--- src/common/hbdc_defines.svh ---
// Behaviour
// window code 0-11 gives 6..28 units
// software never writes window codes 12-15
// gain codes 0-14 give two to code
// gain code 15 auto-scales, starting at 64
// detection runs when enable and channel enable
// weight codes 0-3 give 2,4,8,16
// average is (peak + (w-1)*avg) / w
// threshold is avg*(scale+1)/16
// bit 14 and bits 7-0 read zero
`ifndef HBDC_DEFINES_SVH
`define HBDC_DEFINES_SVH
`define HBDC_IDX_CONFIG1    6'h1D
`define HBDC_IDX_STATUS     6'h1E
`define HBDC_ADDR_CONFIG1   {`HBDC_IDX_CONFIG1, 2'b00}
`define HBDC_ADDR_STATUS    {`HBDC_IDX_STATUS, 2'b00}
`define HBDC_QRS_WINDOW_WIDTH_RST       4'h3
`define HBDC_GAIN_RST       4'hF
`define HBDC_GAIN_AUTO      4'hF
`define HBDC_GAIN_AUTO_INIT 4'h6
`define HBDC_PEAK_AVG_WEIGHT_RST       2'h2
`define HBDC_PEAK_THRESHOLD_SCALE_RST       4'h3
`define HBDC_QRS_WINDOW_WIDTH_BASE      5'h06
`define HBDC_QRS_WINDOW_WIDTH_MAXCODE   4'hB
`define HBDC_UNIT_MS        8
`define HBDC_UNITS_RST      5'h0C
`define HBDC_MS_RST         8'h60
`define HBDC_GAIN_MAX       4'hE
`define HBDC_RESP_OKAY      2'h0
`define HBDC_RESP_SLVERR    2'h2
`endif

--- src/common/hbdc_pkg.sv ---
package hbdc_pkg;
    typedef enum logic [1:0] {
        HBDC_IDLE,
        HBDC_WRESP,
        HBDC_RRESP
    } hbdc_bus_t;
endpackage

--- src/hw/hbdc_peak_avg.sv ---
`timescale 1ns/100ps
`default_nettype none
`include "hbdc_defines.svh"
module hbdc_peak_avg
    import hbdc_pkg::*;
(
    input  wire logic        aclk,
    input  wire logic        aresetn,
    input  wire logic        run,
    input  wire logic        peak_valid,
    input  wire logic [15:0] peak_value,
    input  wire logic [1:0]  peak_avg_weight,
    input  wire logic [3:0]  peak_threshold_scale,
    output logic      [15:0] peak_avg,
    output logic      [15:0] threshold
);
    typedef struct packed {
        logic [15:0] avg;
        logic [15:0] thr;
    } hbdc_avg_state_t;

    hbdc_avg_state_t st;
    hbdc_avg_state_t next_st;
    logic [2:0]  shift;
    logic [21:0] acc;
    logic [20:0] prod;

    // recursive average and scaled threshold
    always_comb begin
        next_st = st;
        shift = {1'b0, peak_avg_weight} + 3'h1;
        acc = {6'h00, peak_value} + ({6'h00, st.avg} << shift)
            - {6'h00, st.avg};
        prod = {5'h00, st.avg} * ({1'b0, peak_threshold_scale} + 5'h01);
        if (!run) begin
            next_st.avg = 16'h0000;
        end else if (peak_valid) begin
            next_st.avg = 16'(acc >> shift);
        end
        next_st.thr = prod[19:4];
    end

    always_ff @(posedge aclk) begin
        if (!aresetn) begin
            st <= '0;
        end else begin
            st <= next_st;
        end
    end

    assign peak_avg  = st.avg;
    assign threshold = st.thr;

    property p_avg_idle;
        @(posedge aclk) disable iff (!aresetn)
        !run |=> peak_avg == 16'h0000;
    endproperty
    a_avg_idle: assert property (p_avg_idle)
        else $error("average not cleared when idle");

    property p_thr;
        @(posedge aclk) disable iff (!aresetn)
        ##1 threshold == 16'(({5'h00, $past(peak_avg)}
            * ({1'b0, $past(peak_threshold_scale)} + 5'h01)) >> 4);
    endproperty
    a_thr: assert property (p_thr)
        else $error("threshold mismatch");
endmodule
`default_nettype wire

--- src/hw/hbdc_top.sv ---
`timescale 1ns/100ps
`default_nettype none
`include "hbdc_defines.svh"
module hbdc_top
    import hbdc_pkg::*;
(
    input  wire logic        aclk,
    input  wire logic        aresetn,
    input  wire logic [7:0]  s_axi_awaddr,
    input  wire logic        s_axi_awvalid,
    output logic             s_axi_awready,
    input  wire logic [31:0] s_axi_wdata,
    input  wire logic [3:0]  s_axi_wstrb,
    input  wire logic        s_axi_wvalid,
    output logic             s_axi_wready,
    output logic      [1:0]  s_axi_bresp,
    output logic             s_axi_bvalid,
    input  wire logic        s_axi_bready,
    input  wire logic [7:0]  s_axi_araddr,
    input  wire logic        s_axi_arvalid,
    output logic             s_axi_arready,
    output logic      [31:0] s_axi_rdata,
    output logic      [1:0]  s_axi_rresp,
    output logic             s_axi_rvalid,
    input  wire logic        s_axi_rready,
    input  wire logic        cardiac_channel_enable,
    input  wire logic        peak_valid,
    input  wire logic [15:0] peak_value,
    input  wire logic        gain_up,
    input  wire logic        gain_down,
    output logic             beat_detect_run,
    output logic      [4:0]  window_units,
    output logic      [7:0]  window_ms,
    output logic      [3:0]  gain_shift,
    output logic             gain_auto,
    output logic      [15:0] peak_avg,
    output logic      [15:0] threshold
);
    typedef struct packed {
        hbdc_bus_t   wst;
        hbdc_bus_t   rst;
        logic        aw_got;
        logic        w_got;
        logic [7:0]  awaddr;
        logic [31:0] wdata;
        logic [3:0]  wstrb;
        logic [1:0]  bresp;
        logic [31:0] rdata;
        logic [1:0]  rresp;
        logic [3:0]  qrs_window_width;
        logic [3:0]  beat_gain_select;
        logic        beat_detect_enable;
        logic [1:0]  peak_avg_weight;
        logic [3:0]  peak_threshold_scale;
        logic        run;
        logic [4:0]  units;
        logic [7:0]  ms;
        logic [3:0]  gshift;
        logic        gauto;
        logic        awready;
        logic        wready;
        logic        bvalid;
        logic        arready;
        logic        rvalid;
    } hbdc_state_t;

    hbdc_state_t st;
    hbdc_state_t next_st;
    logic [23:0] cfg_word;
    logic [15:0] avg_w;
    logic [15:0] thr_w;

    // live register image, unused bits forced to zero
    assign cfg_word = {st.qrs_window_width, st.beat_gain_select,
                       st.beat_detect_enable, 1'b0,
                       st.peak_avg_weight, st.peak_threshold_scale,
                       8'h00};

    hbdc_peak_avg u_avg (
        .aclk                 (aclk),
        .aresetn              (aresetn),
        .run                  (st.run),
        .peak_valid           (peak_valid),
        .peak_value           (peak_value),
        .peak_avg_weight      (st.peak_avg_weight),
        .peak_threshold_scale (st.peak_threshold_scale),
        .peak_avg             (avg_w),
        .threshold            (thr_w)
    );

    // bus slave, config decode and gain control
    always_comb begin
        next_st = st;
        // write channel: address and data in either order
        if (st.wst == HBDC_IDLE) begin
            if (s_axi_awvalid && !st.aw_got) begin
                next_st.aw_got = 1'b1;
                next_st.awaddr = s_axi_awaddr;
            end
            if (s_axi_wvalid && !st.w_got) begin
                next_st.w_got = 1'b1;
                next_st.wdata = s_axi_wdata;
                next_st.wstrb = s_axi_wstrb;
            end
            // both halves held: commit by register index
            if (st.aw_got && st.w_got) begin
                next_st.aw_got = 1'b0;
                next_st.w_got = 1'b0;
                next_st.wst = HBDC_WRESP;
                next_st.bresp = `HBDC_RESP_OKAY;
                if (st.awaddr[7:2] == `HBDC_IDX_CONFIG1) begin
                    if (st.wstrb[2]) begin
                        next_st.qrs_window_width = st.wdata[23:20];
                        next_st.beat_gain_select = st.wdata[19:16];
                    end
                    if (st.wstrb[1]) begin
                        next_st.beat_detect_enable = st.wdata[15];
                        next_st.peak_avg_weight = st.wdata[13:12];
                        next_st.peak_threshold_scale = st.wdata[11:8];
                    end
                    if (st.wstrb[2] && st.wdata[19:16] == `HBDC_GAIN_AUTO)
                        next_st.gshift = `HBDC_GAIN_AUTO_INIT;
                end else if (st.awaddr[7:2] == `HBDC_IDX_STATUS) begin
                    next_st.bresp = `HBDC_RESP_SLVERR;
                end else begin
                    next_st.bresp = `HBDC_RESP_SLVERR;
                end
            end
        end else if (s_axi_bready) begin
            next_st.wst = HBDC_IDLE;
        end
        // read channel
        if (st.rst == HBDC_IDLE) begin
            if (s_axi_arvalid) begin
                next_st.rst = HBDC_RRESP;
                next_st.rresp = `HBDC_RESP_OKAY;
                if (s_axi_araddr[7:2] == `HBDC_IDX_CONFIG1) begin
                    next_st.rdata = {8'h00, cfg_word};
                end else if (s_axi_araddr[7:2] == `HBDC_IDX_STATUS) begin
                    next_st.rdata = {7'h00, st.run, st.gauto, 3'h0,
                                     st.gshift, avg_w};
                end else begin
                    next_st.rdata = 32'h0000_0000;
                    next_st.rresp = `HBDC_RESP_SLVERR;
                end
            end
        end else if (s_axi_rready) begin
            next_st.rst = HBDC_IDLE;
        end
        // detection gate
        next_st.run = st.beat_detect_enable && cardiac_channel_enable;
        // window width in resolution units and milliseconds
        if (st.qrs_window_width <= `HBDC_QRS_WINDOW_WIDTH_MAXCODE) begin
            next_st.units = `HBDC_QRS_WINDOW_WIDTH_BASE
                + {st.qrs_window_width, 1'b0};
        end else begin
            next_st.units = `HBDC_QRS_WINDOW_WIDTH_BASE;
        end
        next_st.ms = 8'(next_st.units * `HBDC_UNIT_MS);
        // gain selection: fixed power of two or auto-scale
        next_st.gauto = (st.beat_gain_select == `HBDC_GAIN_AUTO);
        if (!next_st.gauto) begin
            next_st.gshift = st.beat_gain_select;
        end else if (!st.run || !st.gauto) begin
            // idle, or just switched in from a fixed gain: restart at 64
            next_st.gshift = `HBDC_GAIN_AUTO_INIT;
        end else if (gain_up && st.gshift < `HBDC_GAIN_MAX) begin
            next_st.gshift = st.gshift + 4'h1;
        end else if (gain_down && st.gshift != 4'h0) begin
            next_st.gshift = st.gshift - 4'h1;
        end
        // handshake flags registered for the next cycle
        next_st.awready = (next_st.wst == HBDC_IDLE) && !next_st.aw_got;
        next_st.wready  = (next_st.wst == HBDC_IDLE) && !next_st.w_got;
        next_st.bvalid  = (next_st.wst == HBDC_WRESP);
        next_st.arready = (next_st.rst == HBDC_IDLE);
        next_st.rvalid  = (next_st.rst == HBDC_RRESP);
    end

    always_ff @(posedge aclk) begin
        if (!aresetn) begin
            st <= '0;
            st.qrs_window_width <= `HBDC_QRS_WINDOW_WIDTH_RST;
            st.beat_gain_select <= `HBDC_GAIN_RST;
            st.peak_avg_weight <= `HBDC_PEAK_AVG_WEIGHT_RST;
            st.peak_threshold_scale <= `HBDC_PEAK_THRESHOLD_SCALE_RST;
            st.beat_detect_enable <= 1'b0;
            st.units <= `HBDC_UNITS_RST;
            st.ms <= `HBDC_MS_RST;
            st.gshift <= `HBDC_GAIN_AUTO_INIT;
            st.gauto <= 1'b1;
            st.awready <= 1'b1;
            st.wready <= 1'b1;
            st.arready <= 1'b1;
        end else begin
            st <= next_st;
        end
    end

    // outputs straight from flip-flops
    assign s_axi_awready   = st.awready;
    assign s_axi_wready    = st.wready;
    assign s_axi_bvalid    = st.bvalid;
    assign s_axi_bresp     = st.bresp;
    assign s_axi_arready   = st.arready;
    assign s_axi_rvalid    = st.rvalid;
    assign s_axi_rdata     = st.rdata;
    assign s_axi_rresp     = st.rresp;
    assign beat_detect_run = st.run;
    assign window_units    = st.units;
    assign window_ms       = st.ms;
    assign gain_shift      = st.gshift;
    assign gain_auto       = st.gauto;
    assign peak_avg        = avg_w;
    assign threshold       = thr_w;

    property p_run;
        @(posedge aclk) disable iff (!aresetn)
        ##1 beat_detect_run == ($past(st.beat_detect_enable)
                                && $past(cardiac_channel_enable));
    endproperty
    a_run: assert property (p_run)
        else $error("run not enable and channel enable");

    property p_win;
        @(posedge aclk) disable iff (!aresetn)
        st.qrs_window_width <= 4'hB |=>
            window_units == 5'h06 + {$past(st.qrs_window_width), 1'b0};
    endproperty
    a_win: assert property (p_win)
        else $error("window units wrong");

    property p_gain_fixed;
        @(posedge aclk) disable iff (!aresetn)
        st.beat_gain_select != 4'hF |=> gain_shift == $past(st.beat_gain_select)
            && !gain_auto;
    endproperty
    a_gain_fixed: assert property (p_gain_fixed)
        else $error("fixed gain wrong");

    property p_gain_auto;
        @(posedge aclk) disable iff (!aresetn)
        st.beat_gain_select == 4'hF && !st.run |=> gain_shift == 4'h6;
    endproperty
    a_gain_auto: assert property (p_gain_auto)
        else $error("auto gain not starting at 64");

    property p_zero_bits;
        @(posedge aclk) disable iff (!aresetn)
        s_axi_arvalid && s_axi_arready
            && s_axi_araddr[7:2] == `HBDC_IDX_CONFIG1
            |=> s_axi_rdata[31:24] == 8'h00 && s_axi_rdata[14] == 1'b0
            && s_axi_rdata[7:0] == 8'h00;
    endproperty
    a_zero_bits: assert property (p_zero_bits)
        else $error("unused bits read nonzero");

    property p_wait_b;
        @(posedge aclk) disable iff (!aresetn)
        s_axi_bvalid && !s_axi_bready |=> s_axi_bvalid;
    endproperty
    a_wait_b: assert property (p_wait_b)
        else $error("bvalid dropped early");

    property p_aw_busy;
        @(posedge aclk) disable iff (!aresetn)
        s_axi_bvalid |-> !s_axi_awready && !s_axi_wready;
    endproperty
    a_aw_busy: assert property (p_aw_busy)
        else $error("write taken while response pending");

    property p_ar_busy;
        @(posedge aclk) disable iff (!aresetn)
        s_axi_rvalid |-> !s_axi_arready;
    endproperty
    a_ar_busy: assert property (p_ar_busy)
        else $error("read taken while response pending");

    property p_rd_unmapped;
        @(posedge aclk) disable iff (!aresetn)
        s_axi_arvalid && s_axi_arready
            && s_axi_araddr[7:2] != `HBDC_IDX_CONFIG1
            && s_axi_araddr[7:2] != `HBDC_IDX_STATUS
            |=> s_axi_rresp == `HBDC_RESP_SLVERR && s_axi_rdata == 32'h0;
    endproperty
    a_rd_unmapped: assert property (p_rd_unmapped)
        else $error("unmapped read not refused");

    property p_win_ms;
        @(posedge aclk) disable iff (!aresetn)
        window_ms == {window_units, 3'h0};
    endproperty
    a_win_ms: assert property (p_win_ms)
        else $error("window ms not eight per unit");

    property p_gain_range;
        @(posedge aclk) disable iff (!aresetn)
        gain_shift != 4'hF;
    endproperty
    a_gain_range: assert property (p_gain_range)
        else $error("gain shift out of range");

    property p_auto_entry;
        @(posedge aclk) disable iff (!aresetn)
        $rose(gain_auto) |-> gain_shift == `HBDC_GAIN_AUTO_INIT;
    endproperty
    a_auto_entry: assert property (p_auto_entry)
        else $error("auto gain not entered at 64");
endmodule
`default_nettype wire

--- config.mk ---
export PLATFORM = sky130hd
export DESIGN_NAME = hbdc_top
export DESIGN_NICKNAME = d
export VERILOG_FILES = /design/src/common/hbdc_pkg.sv /design/src/hw/hbdc_peak_avg.sv /design/src/hw/hbdc_top.sv
export VERILOG_INCLUDE_DIRS = /design/src /design/src/common
export SDC_FILE = /design/constraint.sdc
export NUM_CORES = 1
export LEC_CHECK = 0
export BUFFER_PORTS_ARGS = -buffer_cell sky130_fd_sc_hd__buf_4
export CORE_UTILIZATION = 59
export CTS_BUF_LIST = sky130_fd_sc_hd__clkbuf_4 sky130_fd_sc_hd__clkbuf_8
export CTS_CLUSTER_SIZE = 16
export DETAILED_ROUTE_END_ITERATION = 6
export PLACE_DENSITY_LB_ADDON = 0.08
export SYNTH_ARGS = -nofsm -noshare
export SYNTH_HDL_FRONTEND = slang
export SYNTH_SLANG_ARGS = --single-unit
export TNS_END_PERCENT = 30
--- constraint.sdc ---
create_clock -name aclk -period 5.86 [get_ports aclk]
set_input_delay 1.172 -clock aclk [delete_from_list [all_inputs] [get_ports aclk]]
set_output_delay 1.172 -clock aclk [all_outputs]
set_load 0.1 [all_outputs]
# == Yosys cells after proc, flatten, opt, wreduce, memory -nomap -nowiden ==
# Index checks and enable logic that the tools add are counted.
# word_totals
regBits,152
in_bits,79
output_inout_bits,92
# classes
addsub,7
mul,1
order_cmp,2
n_eq_ne,11
n_shift,2
muxes,27
n_reduce_logical,29
# ops
operator,count
$mux 48,1
$mux 36,1
$mux 32,1
$mux 4,8
$mux 25,1
$add 16x22->22,1
$mux 2,11
$shl 16x3->22,1
$shr 22x3->16,1
$sub 22x16->22,1
$mul 16x21->20,1
$ne 5x1->1 const B,4
$eq 6x5->1 const B,3
$reduce_and 4->1,3
$reduce_and 2->1,5
$logic_and 1x1->1,9
$eq 4x4->1 const B,2
$logic_not 2->1,4
$mux 8,1
$logic_not 1->1,6
$add 3x5->5 const A,1
$add 4x1->5 const B,1
$mux 5,1
$add 4x1->4 const B,1
other kinds (9),10

# == Depth between registers and ports, before layout ==
# Gate-level depths: netlist of run 1.
# depth
depth_word,10
ltp_mapped,19
depth_no_buf,18

# == By module ==
# From an unflattened synthesis of run 1, not the netlist that was laid out.
# hier_totals
cells_unflattened,1155
area_unflattened_um2,9618.0
# by_module_without_submodules
module,n_inst,cells_per_inst,area_each_um2,seq_area_each_um2
hbdc_peak_avg,1,719,5806.8,640.6
hbdc_top,1,436,3811.2,1721.7

# == Worst setup path after synthesis of run 1 ==
# Ideal clock, no wire load.
# synth_timing
kind,register to register
start,"register u_avg.st, in the netlist u_avg.peak_avg[4]"
end,"register u_avg.st, in the netlist u_avg.threshold[12]"
arrival_ns,4.802
required_ns,5.745
slack_ns,0.943
path_stages_with_launch,17
path_buffers,1
period_less_slack_ns,4.917
path_cell_list,dfxtp_1 -> clkbuf_1 -> and2_1 -> fa_1 -> fa_1 -> inv_1 -> fa_1 -> inv_1 -> ha_1 -> or3_1 -> a211o_1 -> a31oi_4 -> a311oi_2 -> o31ai_2 -> and2b_1 -> xnor2_1 -> and2_1
# synth_via
elab_chain_cells,1
# synth_rtl
element,line,text
start: declaration,hbdc_peak_avg.sv:22,hbdc_avg_state_t st;
start signal: assignment,hbdc_peak_avg.sv:47,st <= next_st;
$mul 16x21->20,hbdc_peak_avg.sv:34,"prod = {5'h00, st.avg} * ({1'b0, peak_threshold_scale} + 5'h01);"
# No other way between the ends.
# A chain may end at the register's enable or synchronous reset.

# == Worst setup path in the final report of run 1 ==
# layout_timing
start,register cfg_word[8] (netlist name)
end,"register u_avg.st, in the netlist u_avg.threshold[14]"
# layout_via
elab_chain_cells,2
# layout_rtl
element,line
$add 4x1->5,hbdc_peak_avg.sv:34
$mul 16x21->20,hbdc_peak_avg.sv:34
# No other way between the ends.

==> impl_metrics.tcl, run 1 <==
set metrics [dict create \
    fillers 1368 \
    syn2layout_area_growth_pct 13.60 \
    synth_cells 1123 \
    grt_pass1_wl_um 35170 \
    power-per-cell-area_nw_per_um2 194.7 \
    syn_area_per_cell_um2 8.533 \
    initial_core_util_pct 60.33 \
    drc 0 \
    num-nets-final 1377 \
    path_class "flip-flop to flip-flop" \
    rsz0062_at_grt "false" \
    viasPerCell 5.508 \
    skew_ns 0.009294 \
    synth-edff-count 0 \
    synthArstFlopShare_pct 0 \
    timing.setup.tns_ns 0 \
    period_share_pct 84.09 \
    globalRouteOverflowTotal 0 \
    maxCapViolations 0 \
    hp-class "flip-flop to flip-flop" \
    synth_most_common_cell "inv_1" \
    drt_first_pass_iters 4 \
    utilization_pct 68.53 \
    grt_max_degree 108 \
    path_delay_family "adder cells" \
    insertion_delay_ns 0.44 \
    via_count 7821 \
    layout-drive-gt1-share_pct 17.19 \
    antenna_cells 0 \
    cts_resized 0 \
    clock_path_buffers 2 \
    dp_slack_ns 0.9578 \
    cts_buffers 17 \
    outcome "complete, no violations" \
    fp.dieW_um 129.4 \
    relSlewSlack_pct 23.70 \
    cpPeakStageDelay_ns 0.54 \
    synth_area_um2 9583 \
    hold_viol_final 0 \
    die_y_um 129.4 \
    maxSlewViolCount 0 \
    row_count 46 \
    gr-usage-all-layers_pct 26.83 \
    synth-seq-area-share_pct 24.65 \
    grt_pass1_vias 7106 \
    startpoint_type "flip-flop" \
    slowest_stage "fa_1" \
    min_period_ns 4.927 \
    gp_congestion 0.8472 \
    worstPathRequired_ns 6.19 \
    clk_pin_slew_ns 0.07 \
    timing.fmax_ghz 0.2029 \
    tightest_slew_ns 1.140 \
    irDropWorstVdd_mv 0.1819 \
    yosysTopAreaCell "dfxtp_1" \
    leakage_nw 5.161 \
    cp_data_arrival_time_ns 5.25 \
    antenna_found_initial 0 \
    postCtsSetupBuffers 0 \
    die_area_um2 16760 \
    wire_per_inst_um 15.09 \
    synth_cell_types 77 \
    htreeDepth 4 \
    hold_buffers 0 \
    ys_seq_elements 118 \
    synthTopCellsByCount "119 x inv_1, 118 x dfxtp_1, 106 x nand2_1" \
    cts_tree "done" \
    power_mw 2.120 \
    cp_max_fo 9 \
    path_common_cell "fa_1" \
    synth_top_area_share_pct 24.65 \
    crit_path_end_kind "flip-flop" \
    clkSinkCount 118 \
    drt_iter0_markers 490 \
    synthFlopType "dfxtp_1" \
    cts_root_buffer "clkbuf_8" \
    yosysWarnings 0 \
    routed_wl_um 21420 \
    setup_viol 0 \
    synth_area_leaders "dfxtp_1 25%, fa_1 12%, ha_1 6.5%" \
    portBuffers 133 \
    setup_ws_ns 0.9326 \
    crit_chain "ha_1 > and3_1 > and2_1 > fa_1 > fa_1 > inv_1 > fa_1 > inv_1 > ha_1 > or3_1 > a211o_1 > a31oi_4 > a311oi_2 > nor2_1 > a21oi_2 > a21o_1 > mux2i_1" \
    cp_num_buf_inv 2 \
    hpwlAfterDp_um 15870 \
    coreArea_um2 15890 \
    postRouteAntennaNets 0 \
    ios 171 \
]
registers in the layout, indices dropped and copies added, names as in the netlist, 4 cells and up:
| name | flops |
|---|---|
| st | 29 |
| s_axi_rdata | 25 |
| u_avg.peak_avg | 16 |
| u_avg.threshold | 16 |
| cfg_word | 15 |
| gain_shift | 4 |
| window_ms | 4 |
worst register-to-register path: cells and delay by family, from the launching register on:
kind | cells | cell delay, ns
flops | 1 | 0.35
simple gates | 4 | 1.13
buf+inv | 2 | 0.09
mux | 1 | 0.11
compound gates | 5 | 1.10
fa+ha+maj | 5 | 2.01
path summary, 6_finish.rpt:
check,start,end,slack (ns),cells after the start
setup / recovery,cfg_word[8],u_avg.threshold[14],0.93,17
setup reg to reg,cfg_word[8],u_avg.threshold[14],0.93,17
hold reg to reg,st[92],st[92],0.46,2
hold / removal,st[92],st[92],0.46,2
per-layer routing:
layer / up-vias / wire length, µm / track usage (%)
met3: 31 / 1069 / 5.615
met1: 3775 / 9926 / 35.71
met5: - / 0 / 0
met4: 0 / 415 / 8.345
li1: 3837 / - / -
met2: 178 / 10010 / 43.80
layout by cell type (no fill, tap or decap), drive strengths merged, types with 6 or more instances in the layout:
cell type / n
xor2: 15
a31oi: 7
a22o: 6
inv: 121
mux2i: 53
conb: 14
ha: 50
o21a: 12
buf: 147
bufinv: 6
or3: 9
xnor2: 19
a221oi: 12
nand3: 26
nor2: 57
nor3: 11
fa: 56
nor2b: 44
nor3b: 18
and3: 10
a21o: 9
o211ai: 9
dfxtp: 118
and2: 51
a21boi: 39
nand2b: 25
clkbuf: 19
a211oi: 12
a21oi: 29
nand2: 107
o21ai: 25
layout make-up:
type / count / area (µm²) / area share (%)
Multi-Input combinational cell: 787 / 6217 / 57.11
Tap cell: 216 / 270.3 / 2.482
Clock inverter: 12 / 224.0 / 2.057
Sequential cell: 118 / 2362 / 21.70
Timing Repair Buffer: 147 / 1104 / 10.14
Inverter: 121 / 454.2 / 4.172
Clock buffer: 19 / 255.2 / 2.345
through the flow:
step | hold slack, ns | cell area (µm²) | instances
3_5_place_dp | 0.4587 | 10410 | 1389
6_report | 0.4630 | 10890 | 1420
2_1_floorplan | 0.4320 | 9632 | 1136
5_1_grt | 0.4857 | 10890 | 1420
3_3_place_gp | 0.4476 | 10410 | 1389
4_1_cts | 0.4680 | 10890 | 1420
cell families (layout without fill, tap and decap cells):
family | after synthesis | in the layout | synth area share, %
fa+ha+maj | 106 | 106 | 18.23
buf+inv | 231 | 299 | 11.14
mux | 63 | 63 | 7.299
compound gates | 193 | 193 | 15.13
simple gates | 377 | 377 | 20.41
other cells | 1 | 14 | 0.03913
flops | 118 | 118 | 24.65
xor+xnor | 34 | 34 | 3.108
power breakdown:
part	switching, mW	internal, mW	total, mW	leakage, nW
logic	0.249	0.133	0.382	3.96
registers	0.0118	0.824	0.836	0.959
clock network	0.337	0.565	0.902	0.240
Power figures use the tool's default switching activity.
==> inputs of run 2 (changes only) <==
Clock period 5.86 ns to 4.75 ns, I/O delays scaled along.
==> run 2 against run 1 <==
Total power increased by 19%. Sequential share of layout area decreased by 0.32 points. Worst hold slack gained 0.0033 ns. Maximum frequency rose by 6.2%. Cell count rose by 2.0%. Count of clock-buffer cells in the layout shrank 1.
==> impl_metrics.tcl, run 2 (synthesis results as in run 1) <==
set metrics [dict create \
    outcome "complete, no violations" \
    path_class "flip-flop to flip-flop" \
    grt_pass1_vias 7347 \
    crit_path_end_kind "flip-flop" \
    largest_reg_flops 29 \
    drc 0 \
    initial_core_util_pct 60.33 \
    hold_buffers 0 \
    utilization_pct 69.97 \
    crit_chain "nand3_1 > xor2_1 > buf_4 > nor2b_1 > fa_1 > fa_1 > inv_1 > fa_1 > inv_1 > ha_1 > or3_4 > a211o_1 > a31oi_4 > a311oi_4 > o31ai_2 > and2b_1 > xnor2_1 > and2_1" \
    antenna_found_initial 0 \
    period_share_pct 97.71 \
    place_inst 1414 \
    relSlewSlack_pct 22.67 \
    cts_tree "done" \
    postRouteAntennaNets 0 \
    syn2layout_area_growth_pct 15.98 \
    leakage_nw 5.286 \
    cpPeakStageDelay_ns 0.54 \
    setup_viol 0 \
    grt_pass1_wl_um 36310 \
    regMostFlops "st" \
    routed_wl_um 22040 \
    holdWs_ns 0.4663 \
    drt_first_pass_iters 5 \
    layout.cells.most_common_list "173 x buf_4, 119 x inv_1, 109 x dfxtp_1" \
    worstPathRequired_ns 5.09 \
    cp_data_arrival_time_ns 4.98 \
    power-per-cell-area_nw_per_um2 226.4 \
    irDropWorstVdd_mv 0.2894 \
    globalRouteOverflowTotal 0 \
    die_y_um 129.4 \
    wire_per_inst_um 15.22 \
    hp-class "flip-flop to flip-flop" \
    dp_slack_ns -0.05732 \
    maxCapViolations 0 \
    tightest_slew_ns 1.155 \
    placed_area_um2 10600 \
    coreArea_um2 15890 \
    skew_ns 0.008814 \
    grt_max_degree 95 \
    slowest_stage "fa_1" \
    die_area_um2 16760 \
    final_cell_area_um2 11110 \
    layout-drive-gt1-share_pct 20.45 \
    startpoint_type "flip-flop" \
    min_period_ns 4.641 \
    portBuffers 133 \
    antenna_cells 0 \
    row_count 46 \
    insertion_delay_ns 0.45 \
    clk_pin_slew_ns 0.08 \
    hpwlAfterDp_um 16580 \
    cts_buffers 17 \
    hold_viol_final 0 \
    via_count 7898 \
    gp_congestion 0.8501 \
    final_common_cell "buf_4" \
    rsz0062_at_grt "true" \
    clkSinkCount 118 \
    cp_max_fo 8 \
    timing.fmax_ghz 0.2155 \
    fp.dieW_um 129.4 \
    setup_ws_ns 0.1087 \
    cts_root_buffer "clkbuf_8" \
    timing.setup.tns_ns 0 \
    maxSlewViolCount 0 \
    gr-usage-all-layers_pct 27.62 \
    power_mw 2.516 \
    fin_cells 1448 \
    drt_iter0_markers 437 \
    clock_path_buffers 2 \
    htreeDepth 4 \
    path_common_cell "fa_1" \
    viasPerCell 5.454 \
    num-nets-final 1404 \
    ios 171 \
]
## run 2: area by class of cell
class                      count  area (µm²)
multi-input combinational    787        6266
inverter                     121       454.2
clock inverter                14       190.2
clock buffer                  18       247.7
tap                          216       270.3
sequential                   118        2376
timing repair buffer         174        1310
fill                        1347        4771
## run 2: worst paths after layout
| kind | depth (start not counted) | startpoint | endpoint | slack [ns] |
|---|---|---|---|---|
| setup reg to reg | 18 | cfg_word[10] | u_avg.threshold[12] | 0.11 |
| hold / removal | 2 | st[90] | st[90] | 0.47 |
| setup / recovery | 18 | cfg_word[10] | u_avg.threshold[12] | 0.11 |
| hold reg to reg | 2 | st[90] | st[90] | 0.47 |
## run 2: where the power goes
part	internal [mW]	switching, mW
sequential	1.02	0.0149
combinational	0.165	0.310
clock	0.550	0.462
total	1.73	0.786
## run 2: critical path: cells and delay by family, from the launching register on
| kind | cells | cell delay, ns |
|---|---|---|
| simple gates | 5 | 0.92 |
| xor+xnor | 2 | 0.21 |
| flops | 1 | 0.38 |
| buf+inv | 3 | 0.26 |
| fa+ha+maj | 4 | 1.74 |
| compound gates | 4 | 1.02 |
## run 2: what timing repair did
action,in CTS,in global routing
setup buffers,1,1
setup endpoints to repair,4,12
resized for setup,2,15
gates cloned,0,0
pin swaps,2,8
## run 2: per-layer routing
metal  GRT usage, %  part of all wire [%]  vias to the layer above
met5              0                     0                        -
met4          7.319                   1.4                        0
met2          45.76                    48                      206
met1          36.52                    46                     3777
met3          5.945                   5.1                       27
li1               -                     -                     3888
